File: src/logic/hvio_pkg.sv
// constants shared by the wake / hardware-id / high-voltage i/o pin logic
// assumes a 25 MHz core clock and an apb register bus with 32-bit data
package hvio_pkg;
  // ---------------------------------------------------------------
  // timing
  // ---------------------------------------------------------------
  localparam int CLK_NS        = 40;
  localparam int FLT_SHORT_NS  = 15000;
  localparam int FLT_LONG_NS   = 65000;
  localparam int FLT_SHORT_CYC = (FLT_SHORT_NS + CLK_NS - 1) / CLK_NS;
  localparam int FLT_LONG_CYC  = (FLT_LONG_NS + CLK_NS - 1) / CLK_NS;
  // ---------------------------------------------------------------
  // register offsets (byte addresses)
  // ---------------------------------------------------------------
  localparam logic [7:0] OFS_ID   = 8'h00; // location_id_ctrl_reg
  localparam logic [7:0] OFS_WCFG = 8'h04;
  localparam logic [7:0] OFS_FLAG = 8'h08;
  localparam logic [7:0] OFS_MASK = 8'h0c;
  localparam logic [7:0] OFS_STAT = 8'h10;
  localparam logic [7:0] OFS_SAFE = 8'h14; // safety_outputs_reg
  localparam logic [7:0] OFS_MODE = 8'h18;
  // ---------------------------------------------------------------
  // field positions
  // ---------------------------------------------------------------
  localparam int ID_STRIDE = 8;  // one byte per wake/id pin
  localparam int ID_EN_B   = 0;
  localparam int ID_PU_B   = 1;
  localparam int ID_PD_B   = 2;
  localparam int ID_TH_B   = 3;
  localparam int ID_HI_B   = 4;
  localparam int WK_CFG_B  = 0;  // two bits per wake pin
  localparam int HV_CFG_B  = 4;
  localparam int WK_FLT_B  = 8;  // one bit per wake pin
  localparam int HV_FLT_B  = 10;
  localparam int FL_WK_B   = 0;  // two flags
  localparam int FL_HV_B   = 2;
  localparam int FL_WAKE_B = 3;
  localparam int FLAG_W    = 4;
  localparam int SF_GPO_B  = 0;
  localparam int SF_ASR_B  = 1;
  localparam int SF_REL_B  = 2;
  localparam int HV_HI_B   = 3;
  localparam int HV_LO_B   = 4;
  localparam int SF_DRV_B  = 5;
  localparam int HV_LVL_B  = 6;
  localparam int ST_WK_B   = 0;
  localparam int ST_HV_B   = 2;
  localparam int ST_SNS_B  = 3;
  localparam int ST_MODE_B = 4;
  localparam int MD_LOW_POWER_ON_MODE_B = 0;
  localparam int MD_OFF_B  = 1;
  localparam int MD_NORM_B = 2;
  // ---------------------------------------------------------------
  // reset values
  // ---------------------------------------------------------------
  localparam logic [15:0] ID_RST   = 16'h0000;
  localparam logic [10:0] WCFG_RST = 11'h000;
  localparam logic [3:0]  MASK_RST = 4'h0;
  // ---------------------------------------------------------------
  // encodings
  // ---------------------------------------------------------------
  localparam logic [1:0] WCFG_OFF  = 2'h0;
  localparam logic [1:0] WCFG_HIGH = 2'h1;
  localparam logic [1:0] WCFG_LOW  = 2'h2;
  localparam logic [1:0] WCFG_MSEL = 2'h3; // mode selection, hv pin only
  localparam logic [1:0] PULL_OFF  = 2'h0;
  localparam logic [1:0] PULL_DN   = 2'h1;
  localparam logic [1:0] PULL_UP   = 2'h2;
  localparam logic [1:0] PULL_REP  = 2'h3;
  typedef enum logic [1:0] {
    MODE_NORMAL = 2'h0,
    MODE_LOW_POWER_ON_MODE   = 2'h1,
    MODE_LPOFF  = 2'h3
  } mode_e;
endpackage

File: src/logic/pin_filter.sv
// two-stage synchroniser plus deglitch filter for one high-voltage input
// assumes the pin is asynchronous and long_sel comes from the core clock
`timescale 1ns/10ps
`default_nettype none
module pin_filter
  import hvio_pkg::*;
#(
  parameter int SHORT_CYC = FLT_SHORT_CYC,
  parameter int LONG_CYC  = FLT_LONG_CYC,
  parameter int CNT_W     = 11
) (
  // clock and reset
  input  wire logic clock,
  input  wire logic reset,
  // pin and filter choice
  input  wire logic pin_async,
  input  wire logic long_sel,
  // filtered level
  output var  logic level_r
);
  // refuse counters too narrow for the longest filter time
  if (SHORT_CYC < 1 || LONG_CYC < SHORT_CYC || LONG_CYC > (2 ** CNT_W)) begin : g_chk
    $error("pin_filter: counter width cannot hold filter time");
  end

  logic             sync_a_r;
  logic             sync_b_r;
  logic [CNT_W-1:0] cnt_r;
  logic [CNT_W-1:0] limit;

  // long and short filter end counts
  assign limit = long_sel ? CNT_W'(LONG_CYC - 1) : CNT_W'(SHORT_CYC - 1);

  // synchroniser: only sync_b_r reads sync_a_r
  always_ff @(posedge clock or posedge reset) begin
    if (reset) begin
      sync_a_r <= 1'b0;
      sync_b_r <= 1'b0;
    end else begin
      sync_a_r <= pin_async;
      sync_b_r <= sync_a_r;
    end
  end

  // a new level must hold for the whole filter time before it is passed on
  always_ff @(posedge clock or posedge reset) begin
    if (reset) begin
      cnt_r   <= '0;
      level_r <= 1'b0;
    end else if (sync_b_r == level_r) begin
      cnt_r <= '0;
    end else if (cnt_r >= limit) begin
      cnt_r   <= '0;
      level_r <= sync_b_r;
    end else begin
      cnt_r <= cnt_r + 1'b1;
    end
  end
endmodule // pin_filter
`default_nettype wire

File: src/logic/wake_hwid_hv_io_pin_logic.sv
// wake / hardware-id pins, safe-state pin reuse and high-voltage i/o pin
// assumes an apb master on CLOCK; otp and slot signals come from CLOCK logic
//
// What this block does
// - id current sources act only in normal mode with the pin's id enable set.
// - software switches id pull sources on and off and reads the filtered pin state.
// - each id pin has a threshold select and a high-current select output.
// - the safe pin is driven by assert/release bits only with otp enable 0 and gpo 1.
// - in normal mode an hv input change sets its flag unless masked.
// - in low-power modes the hv pin wakes on the level its config selects.
// - in mode selection an hv fall goes normal to low_power_on_mode, a rise goes back.
// - deglitch time is 15 us with its select bit 0 and 65 us with it 1.
// - otp pull setting is off, pulldown, pullup or repeater following the level.
// - in otp output mode the hv pin follows drive-high and drive-low bits.
// - at power-up a slotted output takes its default at otp load, inverts at slot start.
// - at power-down a slotted output returns to default at its slot start.
// - in normal mode wake pin changes set flags; in low power they wake by level.
//
// Implementation choices: the register addresses and register access over APB.
`timescale 1ns/10ps
`default_nettype none
module wake_hwid_hv_io_pin_logic
  import hvio_pkg::*;
(
  // clock and reset
  input  wire logic       CLOCK,
  input  wire logic       RESET,
  // apb slave
  input  wire logic       PSEL,
  input  wire logic       PENABLE,
  input  wire logic       PWRITE,
  input  wire logic [7:0] PADDR,
  input  wire logic [31:0] PWDATA,
  output var  logic [31:0] PRDATA,
  output var  logic       PREADY,
  output var  logic       PSLVERR,
  output var  logic       IRQ,
  // wake/id pins
  input  wire logic [1:0] WAKE_ID_PIN,
  output var  logic [1:0] ID_CURRENT_SOURCE_PU,
  output var  logic [1:0] ID_CURRENT_SOURCE_PD,
  output var  logic [1:0] ID_THRESHOLD_SELECT,
  output var  logic [1:0] ID_HIGH_CURRENT_SELECT,
  // safe-state pin
  input  wire logic       SAFE_STATE_PIN_IN,
  output var  logic       SAFE_STATE_PIN_OUT,
  output var  logic       SAFE_STATE_PIN_OE,
  // high-voltage i/o pin
  input  wire logic       HV_IO_PIN_IN,
  output var  logic       HV_IO_PIN_OUT,
  output var  logic       HV_IO_PIN_OE,
  output var  logic       HV_PULLUP_EN,
  output var  logic       HV_PULLDOWN_EN,
  // otp mirror and power sequencer
  input  wire logic       SAFE_PIN_OTP_ENABLE,
  input  wire logic [1:0] HV_PIN_PULL_CONFIG,
  input  wire logic       HV_PIN_OUTPUT_OTP,
  input  wire logic       HV_PIN_DEFAULT_LEVEL,
  input  wire logic [1:0] HV_PIN_SLOT_ASSIGN,
  input  wire logic       OTP_LOADED,
  input  wire logic [2:0] SLOT_START,
  input  wire logic       POWER_DOWN,
  // device mode
  output var  logic [1:0] DEVICE_MODE
);
  // ---------------------------------------------------------------
  // state
  // ---------------------------------------------------------------
  mode_e             mode_r;
  mode_e             mode_nxt;
  logic [15:0]       id_r;
  logic [10:0]       wcfg_r;
  logic [FLAG_W-1:0] flag_r;
  logic [FLAG_W-1:0] mask_r;
  logic [FLAG_W-1:0] flag_set;
  logic [FLAG_W-1:0] flag_clr;
  logic              gpo_r;
  logic              safe_drv_r;
  logic              safe_a_r;
  logic              safe_b_r;
  logic              hv_lvl_r;
  logic              otp_seen_r;
  logic [2:0]        filt;
  logic [2:0]        filt_d_r;
  logic [2:0]        chg;
  logic [31:0]       rdata;
  logic              mapped;
  logic              setup;
  logic              wr;
  logic              normal;
  logic              lp_wake;
  logic              msel_fall;
  logic              msel_rise;
  logic              slot_hit;
  logic [1:0]        hv_cfg;
  logic [2:0]        pins;

  // ---------------------------------------------------------------
  // apb slave: zero wait, answer in the first access cycle
  // ---------------------------------------------------------------
  assign setup = PSEL & ~PENABLE;
  assign wr    = PSEL & PENABLE & PREADY & PWRITE;
  assign mapped = (PADDR == OFS_ID) | (PADDR == OFS_WCFG) | (PADDR == OFS_FLAG)
                | (PADDR == OFS_MASK) | (PADDR == OFS_STAT) | (PADDR == OFS_SAFE)
                | (PADDR == OFS_MODE);

  // read mux; unmapped and write-only locations read zero
  always_comb begin
    rdata = 32'h0000_0000;
    case (PADDR)
      OFS_ID:   rdata[15:0] = id_r;
      OFS_WCFG: rdata[10:0] = wcfg_r;
      OFS_FLAG: rdata[FLAG_W-1:0] = flag_r;
      OFS_MASK: rdata[FLAG_W-1:0] = mask_r;
      OFS_STAT: begin
        rdata[ST_WK_B +: 2]   = filt[1:0];
        rdata[ST_HV_B]        = filt[2];
        rdata[ST_SNS_B]       = safe_b_r;
        rdata[ST_MODE_B +: 2] = mode_r;
      end
      OFS_SAFE: begin
        rdata[SF_GPO_B] = gpo_r;
        rdata[SF_DRV_B] = safe_drv_r;
        rdata[HV_LVL_B] = hv_lvl_r;
      end
      default: rdata = 32'h0000_0000;
    endcase
  end

  // answer registers
  always_ff @(posedge CLOCK or posedge RESET) begin
    if (RESET) begin
      PREADY  <= 1'b0;
      PSLVERR <= 1'b0;
      PRDATA  <= 32'h0000_0000;
    end else begin
      PREADY  <= setup;
      PSLVERR <= setup & ~mapped;
      PRDATA  <= (setup & ~PWRITE) ? rdata : 32'h0000_0000;
    end
  end

  // software configuration registers
  always_ff @(posedge CLOCK or posedge RESET) begin
    if (RESET) begin
      id_r   <= ID_RST;
      wcfg_r <= WCFG_RST;
      mask_r <= MASK_RST;
      gpo_r  <= 1'b0;
    end else if (wr) begin
      if (PADDR == OFS_ID)   id_r   <= PWDATA[15:0];
      if (PADDR == OFS_WCFG) wcfg_r <= PWDATA[10:0];
      if (PADDR == OFS_MASK) mask_r <= PWDATA[FLAG_W-1:0];
      if (PADDR == OFS_SAFE) gpo_r  <= PWDATA[SF_GPO_B];
    end
  end

  // ---------------------------------------------------------------
  // pin filters: index 0,1 wake/id pins, 2 the hv pin
  // ---------------------------------------------------------------
  // one vector, so every filter index selects a real pin
  assign pins = {HV_IO_PIN_IN, WAKE_ID_PIN};
  for (genvar i = 0; i < 3; i++) begin : g_flt
    pin_filter u_flt (
      .clock     (CLOCK),
      .reset     (RESET),
      .pin_async (pins[i]),
      .long_sel  (wcfg_r[WK_FLT_B + i]),
      .level_r   (filt[i])
    );
  end

  // edge detection on filtered levels
  always_ff @(posedge CLOCK or posedge RESET) begin
    if (RESET) begin
      filt_d_r <= 3'h0;
    end else begin
      filt_d_r <= filt;
    end
  end

  assign chg       = filt ^ filt_d_r;
  assign normal    = (mode_r == MODE_NORMAL);
  assign hv_cfg    = wcfg_r[HV_CFG_B +: 2];
  assign msel_fall = ~HV_PIN_OUTPUT_OTP & (hv_cfg == WCFG_MSEL) & filt_d_r[2] & ~filt[2];
  assign msel_rise = ~HV_PIN_OUTPUT_OTP & (hv_cfg == WCFG_MSEL) & ~filt_d_r[2] & filt[2];

  // level match for one wake configuration
  function automatic logic lvl_hit(input logic [1:0] cfg, input logic lvl);
    lvl_hit = ((cfg == WCFG_HIGH) & lvl) | ((cfg == WCFG_LOW) & ~lvl);
  endfunction

  // low-power wake by level on any enabled source
  assign lp_wake = ~normal & (lvl_hit(wcfg_r[WK_CFG_B +: 2], filt[0])
                 | lvl_hit(wcfg_r[WK_CFG_B + 2 +: 2], filt[1])
                 | (~HV_PIN_OUTPUT_OTP & lvl_hit(hv_cfg, filt[2])));

  // ---------------------------------------------------------------
  // flags and interrupt; a set in the clearing cycle wins
  // ---------------------------------------------------------------
  always_comb begin
    flag_set = '0;
    flag_set[FL_WK_B +: 2] = {2{normal}} & chg[1:0] & ~mask_r[FL_WK_B +: 2];
    flag_set[FL_HV_B] = normal & ~HV_PIN_OUTPUT_OTP & chg[2] & ~mask_r[FL_HV_B];
    flag_set[FL_WAKE_B] = lp_wake;
    flag_clr = (wr && PADDR == OFS_FLAG) ? PWDATA[FLAG_W-1:0] : '0;
  end

  always_ff @(posedge CLOCK or posedge RESET) begin
    if (RESET) begin
      flag_r <= '0;
      IRQ    <= 1'b0;
    end else begin
      flag_r <= (flag_r & ~flag_clr) | flag_set;
      IRQ    <= |(flag_r & ~mask_r);
    end
  end

  // ---------------------------------------------------------------
  // device mode
  // ---------------------------------------------------------------
  always_comb begin
    mode_nxt = mode_r;
    case (mode_r)
      MODE_NORMAL: begin
        if (wr && PADDR == OFS_MODE && PWDATA[MD_OFF_B]) mode_nxt = MODE_LPOFF;
        else if (msel_fall) mode_nxt = MODE_LOW_POWER_ON_MODE;
        else if (wr && PADDR == OFS_MODE && PWDATA[MD_LOW_POWER_ON_MODE_B]) mode_nxt = MODE_LOW_POWER_ON_MODE;
      end
      MODE_LOW_POWER_ON_MODE: begin
        if (lp_wake | msel_rise) mode_nxt = MODE_NORMAL;
        else if (wr && PADDR == OFS_MODE && PWDATA[MD_NORM_B]) mode_nxt = MODE_NORMAL;
      end
      MODE_LPOFF: begin
        if (lp_wake) mode_nxt = MODE_NORMAL;
      end
      default: mode_nxt = MODE_NORMAL;
    endcase
  end

  always_ff @(posedge CLOCK or posedge RESET) begin
    if (RESET) begin
      mode_r      <= MODE_NORMAL;
      DEVICE_MODE <= MODE_NORMAL;
    end else begin
      mode_r      <= mode_nxt;
      DEVICE_MODE <= mode_nxt;
    end
  end

  // ---------------------------------------------------------------
  // hardware-id current sources; dropped one cycle after normal mode ends
  // ---------------------------------------------------------------
  always_ff @(posedge CLOCK or posedge RESET) begin
    if (RESET) begin
      ID_CURRENT_SOURCE_PU   <= 2'h0;
      ID_CURRENT_SOURCE_PD   <= 2'h0;
      ID_THRESHOLD_SELECT    <= 2'h0;
      ID_HIGH_CURRENT_SELECT <= 2'h0;
    end else begin
      for (int i = 0; i < 2; i++) begin
        ID_CURRENT_SOURCE_PU[i] <= normal & id_r[i*ID_STRIDE+ID_EN_B]
                                 & id_r[i*ID_STRIDE+ID_PU_B];
        ID_CURRENT_SOURCE_PD[i] <= normal & id_r[i*ID_STRIDE+ID_EN_B]
                                 & id_r[i*ID_STRIDE+ID_PD_B];
        ID_THRESHOLD_SELECT[i]    <= id_r[i*ID_STRIDE+ID_TH_B];
        ID_HIGH_CURRENT_SELECT[i] <= id_r[i*ID_STRIDE+ID_HI_B];
      end
    end
  end

  // ---------------------------------------------------------------
  // safe-state pin as extra id input
  // ---------------------------------------------------------------
  always_ff @(posedge CLOCK or posedge RESET) begin
    if (RESET) begin
      safe_a_r <= 1'b0;
      safe_b_r <= 1'b0;
    end else begin
      safe_a_r <= SAFE_STATE_PIN_IN;
      safe_b_r <= safe_a_r;
    end
  end

  // open drain: driving means pulling low; release wins over assert
  always_ff @(posedge CLOCK or posedge RESET) begin
    if (RESET) begin
      safe_drv_r         <= 1'b0;
      SAFE_STATE_PIN_OE  <= 1'b0;
      SAFE_STATE_PIN_OUT <= 1'b0;
    end else begin
      if (SAFE_PIN_OTP_ENABLE | ~gpo_r) safe_drv_r <= 1'b0;
      else if (wr && PADDR == OFS_SAFE && PWDATA[SF_REL_B]) safe_drv_r <= 1'b0;
      else if (wr && PADDR == OFS_SAFE && PWDATA[SF_ASR_B]) safe_drv_r <= 1'b1;
      SAFE_STATE_PIN_OE  <= safe_drv_r & ~SAFE_PIN_OTP_ENABLE & gpo_r;
      SAFE_STATE_PIN_OUT <= 1'b0;
    end
  end

  // ---------------------------------------------------------------
  // hv pin as open-drain output and its pulls
  // ---------------------------------------------------------------
  always_comb begin
    case (HV_PIN_SLOT_ASSIGN)
      2'h1:    slot_hit = SLOT_START[0];
      2'h2:    slot_hit = SLOT_START[1];
      2'h3:    slot_hit = SLOT_START[2];
      default: slot_hit = 1'b0;
    endcase
  end

  // sequencing events take priority over software drive commands
  always_ff @(posedge CLOCK or posedge RESET) begin
    if (RESET) begin
      otp_seen_r <= 1'b0;
      hv_lvl_r   <= 1'b1;
    end else begin
      otp_seen_r <= otp_seen_r | OTP_LOADED;
      if (OTP_LOADED & ~otp_seen_r) hv_lvl_r <= HV_PIN_DEFAULT_LEVEL;
      else if (otp_seen_r & slot_hit & ~POWER_DOWN) hv_lvl_r <= ~HV_PIN_DEFAULT_LEVEL;
      else if (otp_seen_r & slot_hit) hv_lvl_r <= HV_PIN_DEFAULT_LEVEL;
      else if (wr && PADDR == OFS_SAFE && PWDATA[HV_HI_B]) hv_lvl_r <= 1'b1;
      else if (wr && PADDR == OFS_SAFE && PWDATA[HV_LO_B]) hv_lvl_r <= 1'b0;
    end
  end

  always_ff @(posedge CLOCK or posedge RESET) begin
    if (RESET) begin
      HV_IO_PIN_OE   <= 1'b0;
      HV_IO_PIN_OUT  <= 1'b0;
      HV_PULLUP_EN   <= 1'b0;
      HV_PULLDOWN_EN <= 1'b0;
    end else begin
      HV_IO_PIN_OE  <= HV_PIN_OUTPUT_OTP & ~hv_lvl_r;
      HV_IO_PIN_OUT <= 1'b0;
      case (HV_PIN_PULL_CONFIG)
        PULL_DN: begin
          HV_PULLUP_EN   <= 1'b0;
          HV_PULLDOWN_EN <= 1'b1;
        end
        PULL_UP: begin
          HV_PULLUP_EN   <= 1'b1;
          HV_PULLDOWN_EN <= 1'b0;
        end
        PULL_REP: begin
          HV_PULLUP_EN   <= filt[2];
          HV_PULLDOWN_EN <= ~filt[2];
        end
        default: begin
          HV_PULLUP_EN   <= 1'b0;
          HV_PULLDOWN_EN <= 1'b0;
        end
      endcase
    end
  end
endmodule // wake_hwid_hv_io_pin_logic
`default_nettype wire

File: config.mk
export PLATFORM = sky130hd
export DESIGN_NAME = wake_hwid_hv_io_pin_logic
export DESIGN_NICKNAME = d
export VERILOG_FILES = /design/src/logic/hvio_pkg.sv /design/src/logic/pin_filter.sv /design/src/logic/wake_hwid_hv_io_pin_logic.sv
export SDC_FILE = /design/constraint.sdc
export NUM_CORES = 1
export LEC_CHECK = 0
export BUFFER_PORTS_ARGS = -buffer_cell sky130_fd_sc_hd__buf_2
export CORE_MARGIN = 2
export CORE_UTILIZATION = 28
export CTS_CLUSTER_SIZE = 24
export DETAILED_ROUTE_END_ITERATION = 7
export PLACE_DENSITY = 0.43
export SLEW_MARGIN = 30
export SYNTH_ARGS = -nofsm -noshare
export SYNTH_HDL_FRONTEND = slang
export SYNTH_SLANG_ARGS = --single-unit
File: constraint.sdc
create_clock -name CLOCK -period 9.1 [get_ports CLOCK]
set_input_delay 1.365 -clock CLOCK [delete_from_list [all_inputs] [get_ports CLOCK]]
set_output_delay 1.365 -clock CLOCK [all_outputs]
set_load 0.05 [all_outputs]
==> summary.txt <==
period utilization: 35.6%
FF-to-FF Start: PREADY
Syn Area/Cell: 11.3 sq um
post_cts resized: 0
#FFs+latches synth: 119
Synth warnings: 0
slowest CP cell: nor3_2
xor and xnor fraction of the mapped netlist area: 5.30%
asr flop ratio synth: 100%
clk sinks: 119
# diodes: 0
total CTS buffers: 17
Fillers: 1976
Slew @ Worst Pin: 0.888 ns
Buf/Inv on CP: 2
WL/cell: 14.7 microns
mux cell area share after synthesis: 10.3%
final design utilization: 35.1%
die area: 21200 sq um
Hold WC Path Type: reg2reg
DRT Pass-1 Iters: 4
Slowest Stage Delay on Critical Path: 0.70 ns
share of layout cells above drive strength 1: 26.6%
synthesized cell area: 5620 sq um
Max Slew Vio Count: 0
largest net degree at the start of global routing: 70
Fmax: 0.309 GHz
post-route setup slack: 5.86 ns
final total power: 1.34 mW
DRC viols: 0
final RePlAce weighted congestion: 0.762
cts hold-fix bufs: 0
initial core utilization: 28.7%
core region area: 19600 sq um
Port-buffer cells: 77
vias per inst: 4.45
hold path start: g_flt[1].u_flt.sync_a_r
CP Max Fanout: 12
HPWL Detailed: 9.08 mm
final WL: 12.7 mm
relative slew slack: 40.5%
CTS tree: done
placement row count: 51
vias in the first global route: 4018
I/O pins: 112
Synth cell types: 50
Worst Setup Start Kind: input port
final setup fails: 0
clock root buffer: clkbuf_16
register area share after synthesis: 53.0%
post-route insts no fill: 863
antenna violations before repair: 1
WHS: 0.347 ns
remaining antenna violation count: 0
Area Overhead vs Synth: 22.3%
status: finished clean
Post-CTS Setup Inserts: 0
crit-path cells: buf_2 > nor3_1 > nand2b_1 > nor3_2 > buf_4 > mux2_2
Die Ht: 146 microns
power density cells: 196 nW/um^2
nets@finish: 670
clk_lat worst skew: 0.41 ns
maxcap violations: 0
Post-Synth Adder-Cell Area: 5.35%
minimum clock period: 3.24 ns
CP startpoint: PADDR[3]
Peak VDD IR: 121 uV
Hold Vio Cnt, Final: 0
Clock Path Buffers: 2
CP top delay family: simple AND/OR/NAND/NOR gates
Post-synth EDFFs: 0
Max Clock Skew: 0.00576 ns
largest family of logic cells by synthesized area: simple AND/OR/NAND/NOR gates
critical path arrival: 3.54 ns
GRT Overall Usage: 12.7%
most used flip-flop cell after synthesis: dfrtp_1
Crit. End Element: register
Static Leak: 3.41 nW
DRT iter0 DRCs: 146
RSZ-0062 raised after global routing: no
compound-gate portion of the synthesized area: 6.04%
synthesized netlist cell count: 498
CTS HTree Levels: 4
post-route design area: 6870 sq um
placed instance area: 6230 sq um
global-route wire length before repair: 21.2 mm
Setup TNS Final: 0 ns
dpl cells: 831
CP required: 9.40 ns
total number of vias: 3838
CTS clock-pin slew for the worst setup and hold paths: 0.06 ns
pre-CTS setup slack: 5.41 ns
Die W: 146 microns
grt ovf: 0
post-synthesis simple-gate area fraction: 15.4%
WS Path Type: in2reg
[placed cells by master (no fill, tap or decap), types with 18 or more instances in the layout]
cell type    n
buf_2       77
conb_1      18
dfrtp_1    118
ha_1        24
mux2_2      29
nand2_1     31
nand3_1     35
nor2_1      58
xor2_1      24
[flip-flops by register name (all words and copies together), names as in the netlist, 2 cells and up]
name                    flops
g_flt.u_flt.sync_a_r        3
wcfg_r                     11
ID_THRESHOLD_SELECT         2
id_r                       16
filt_d_r                    3
g_flt.u_flt.sync_b_r        3
mode_r                      2
ID_CURRENT_SOURCE_PU        2
ID_CURRENT_SOURCE_PD        2
ID_HIGH_CURRENT_SELECT      2
mask_r                      4
flag_r                      4
PRDATA                     16
g_flt.u_flt.level_r         3
g_flt.u_flt.cnt_r          33
[power breakdown]
group / total [mW] / internal, mW / switching (mW)
clock: 0.721 / 0.468 / 0.253
combinational: 0.0781 / 0.0217 / 0.0564
sequential: 0.545 / 0.538 / 0.00691
total: 1.34 / 1.03 / 0.316
[cell usage after synthesis, types with 2 or more instances]
library cell	count	share of area, %
buf_4	19	2.5
o21ai_0	9	0.80
nand3_1	35	3.1
xor2_1	24	3.7
dfrtp_1	118	53
nand2_1	31	2.1
and3b_1	2	0.31
o22ai_1	3	0.33
nor3_1	4	0.36
mux2_4	10	2.7
nor2_1	58	3.9
a21boi_0	2	0.27
o2bb2ai_1	4	0.62
a21oi_1	17	1.5
and4_1	2	0.31
xnor2_1	10	1.6
nand2b_1	7	0.78
and3_1	9	1.0
a211oi_1	4	0.53
nor3b_1	3	0.40
buf_1	3	0.20
and2_1	5	0.56
clkbuf_1	5	0.33
nor2b_1	3	0.33
a221oi_1	2	0.31
ha_1	24	5.3
nand3b_1	2	0.27
nor4_1	2	0.22
mux2i_1	8	1.4
o211ai_1	3	0.40
a22oi_1	6	0.80
mux2_2	29	5.8
inv_1	18	1.2
[final timing paths]
| kind | to | slack, ns | cells past startpoint |
|---|---|---|---|
| max in group asynchronous | safe_drv_r | 6.97 | 3 |
| min | g_flt[1].u_flt.sync_b_r | 0.35 | 0 |
| max | id_r[5] | 5.86 | 6 |
| min reg2reg | g_flt[1].u_flt.sync_b_r | 0.35 | 0 |
| max reg2reg | id_r[5] | 6.84 | 5 |
| min in group asynchronous | g_flt[2].u_flt.cnt_r[4] | 1.04 | 2 |
[kinds of logic (layout without fill, tap and decap cells)]
family	after synthesis	after routing
other	1	18
adder cells (fa/ha/maj)	24	24
buffers and inverters	46	129
multiplexers	48	48
XOR/XNOR	34	34
flip-flops	119	119
AND/OR/NAND/NOR	173	173
AO/OA/AOI/OAI	53	53
[per-layer routing]
| layer | up-vias | track usage, % | wire length, microns |
|---|---|---|---|
| met4 | 0 | 3.97 | 146 |
| met2 | 74 | 19.7 | 5950 |
| li1 | 1872 | - | - |
| met3 | 10 | 3.54 | 464 |
| met5 | - | 0 | 0 |
| met1 | 1882 | 17.1 | 6140 |
[final cells by class]
class,instances,area (sq um),area share (%)
Sequential cell,119,2980,43.3
Clock buffer,18,439,6.39
Clock inverter,14,199,2.89
Inverter,18,72.6,1.06
Tap cell,265,332,4.82
Timing Repair Buffer,79,400,5.83
Multi-Input combinational cell,350,2450,35.7
Power figures use the tool's default switching activity.
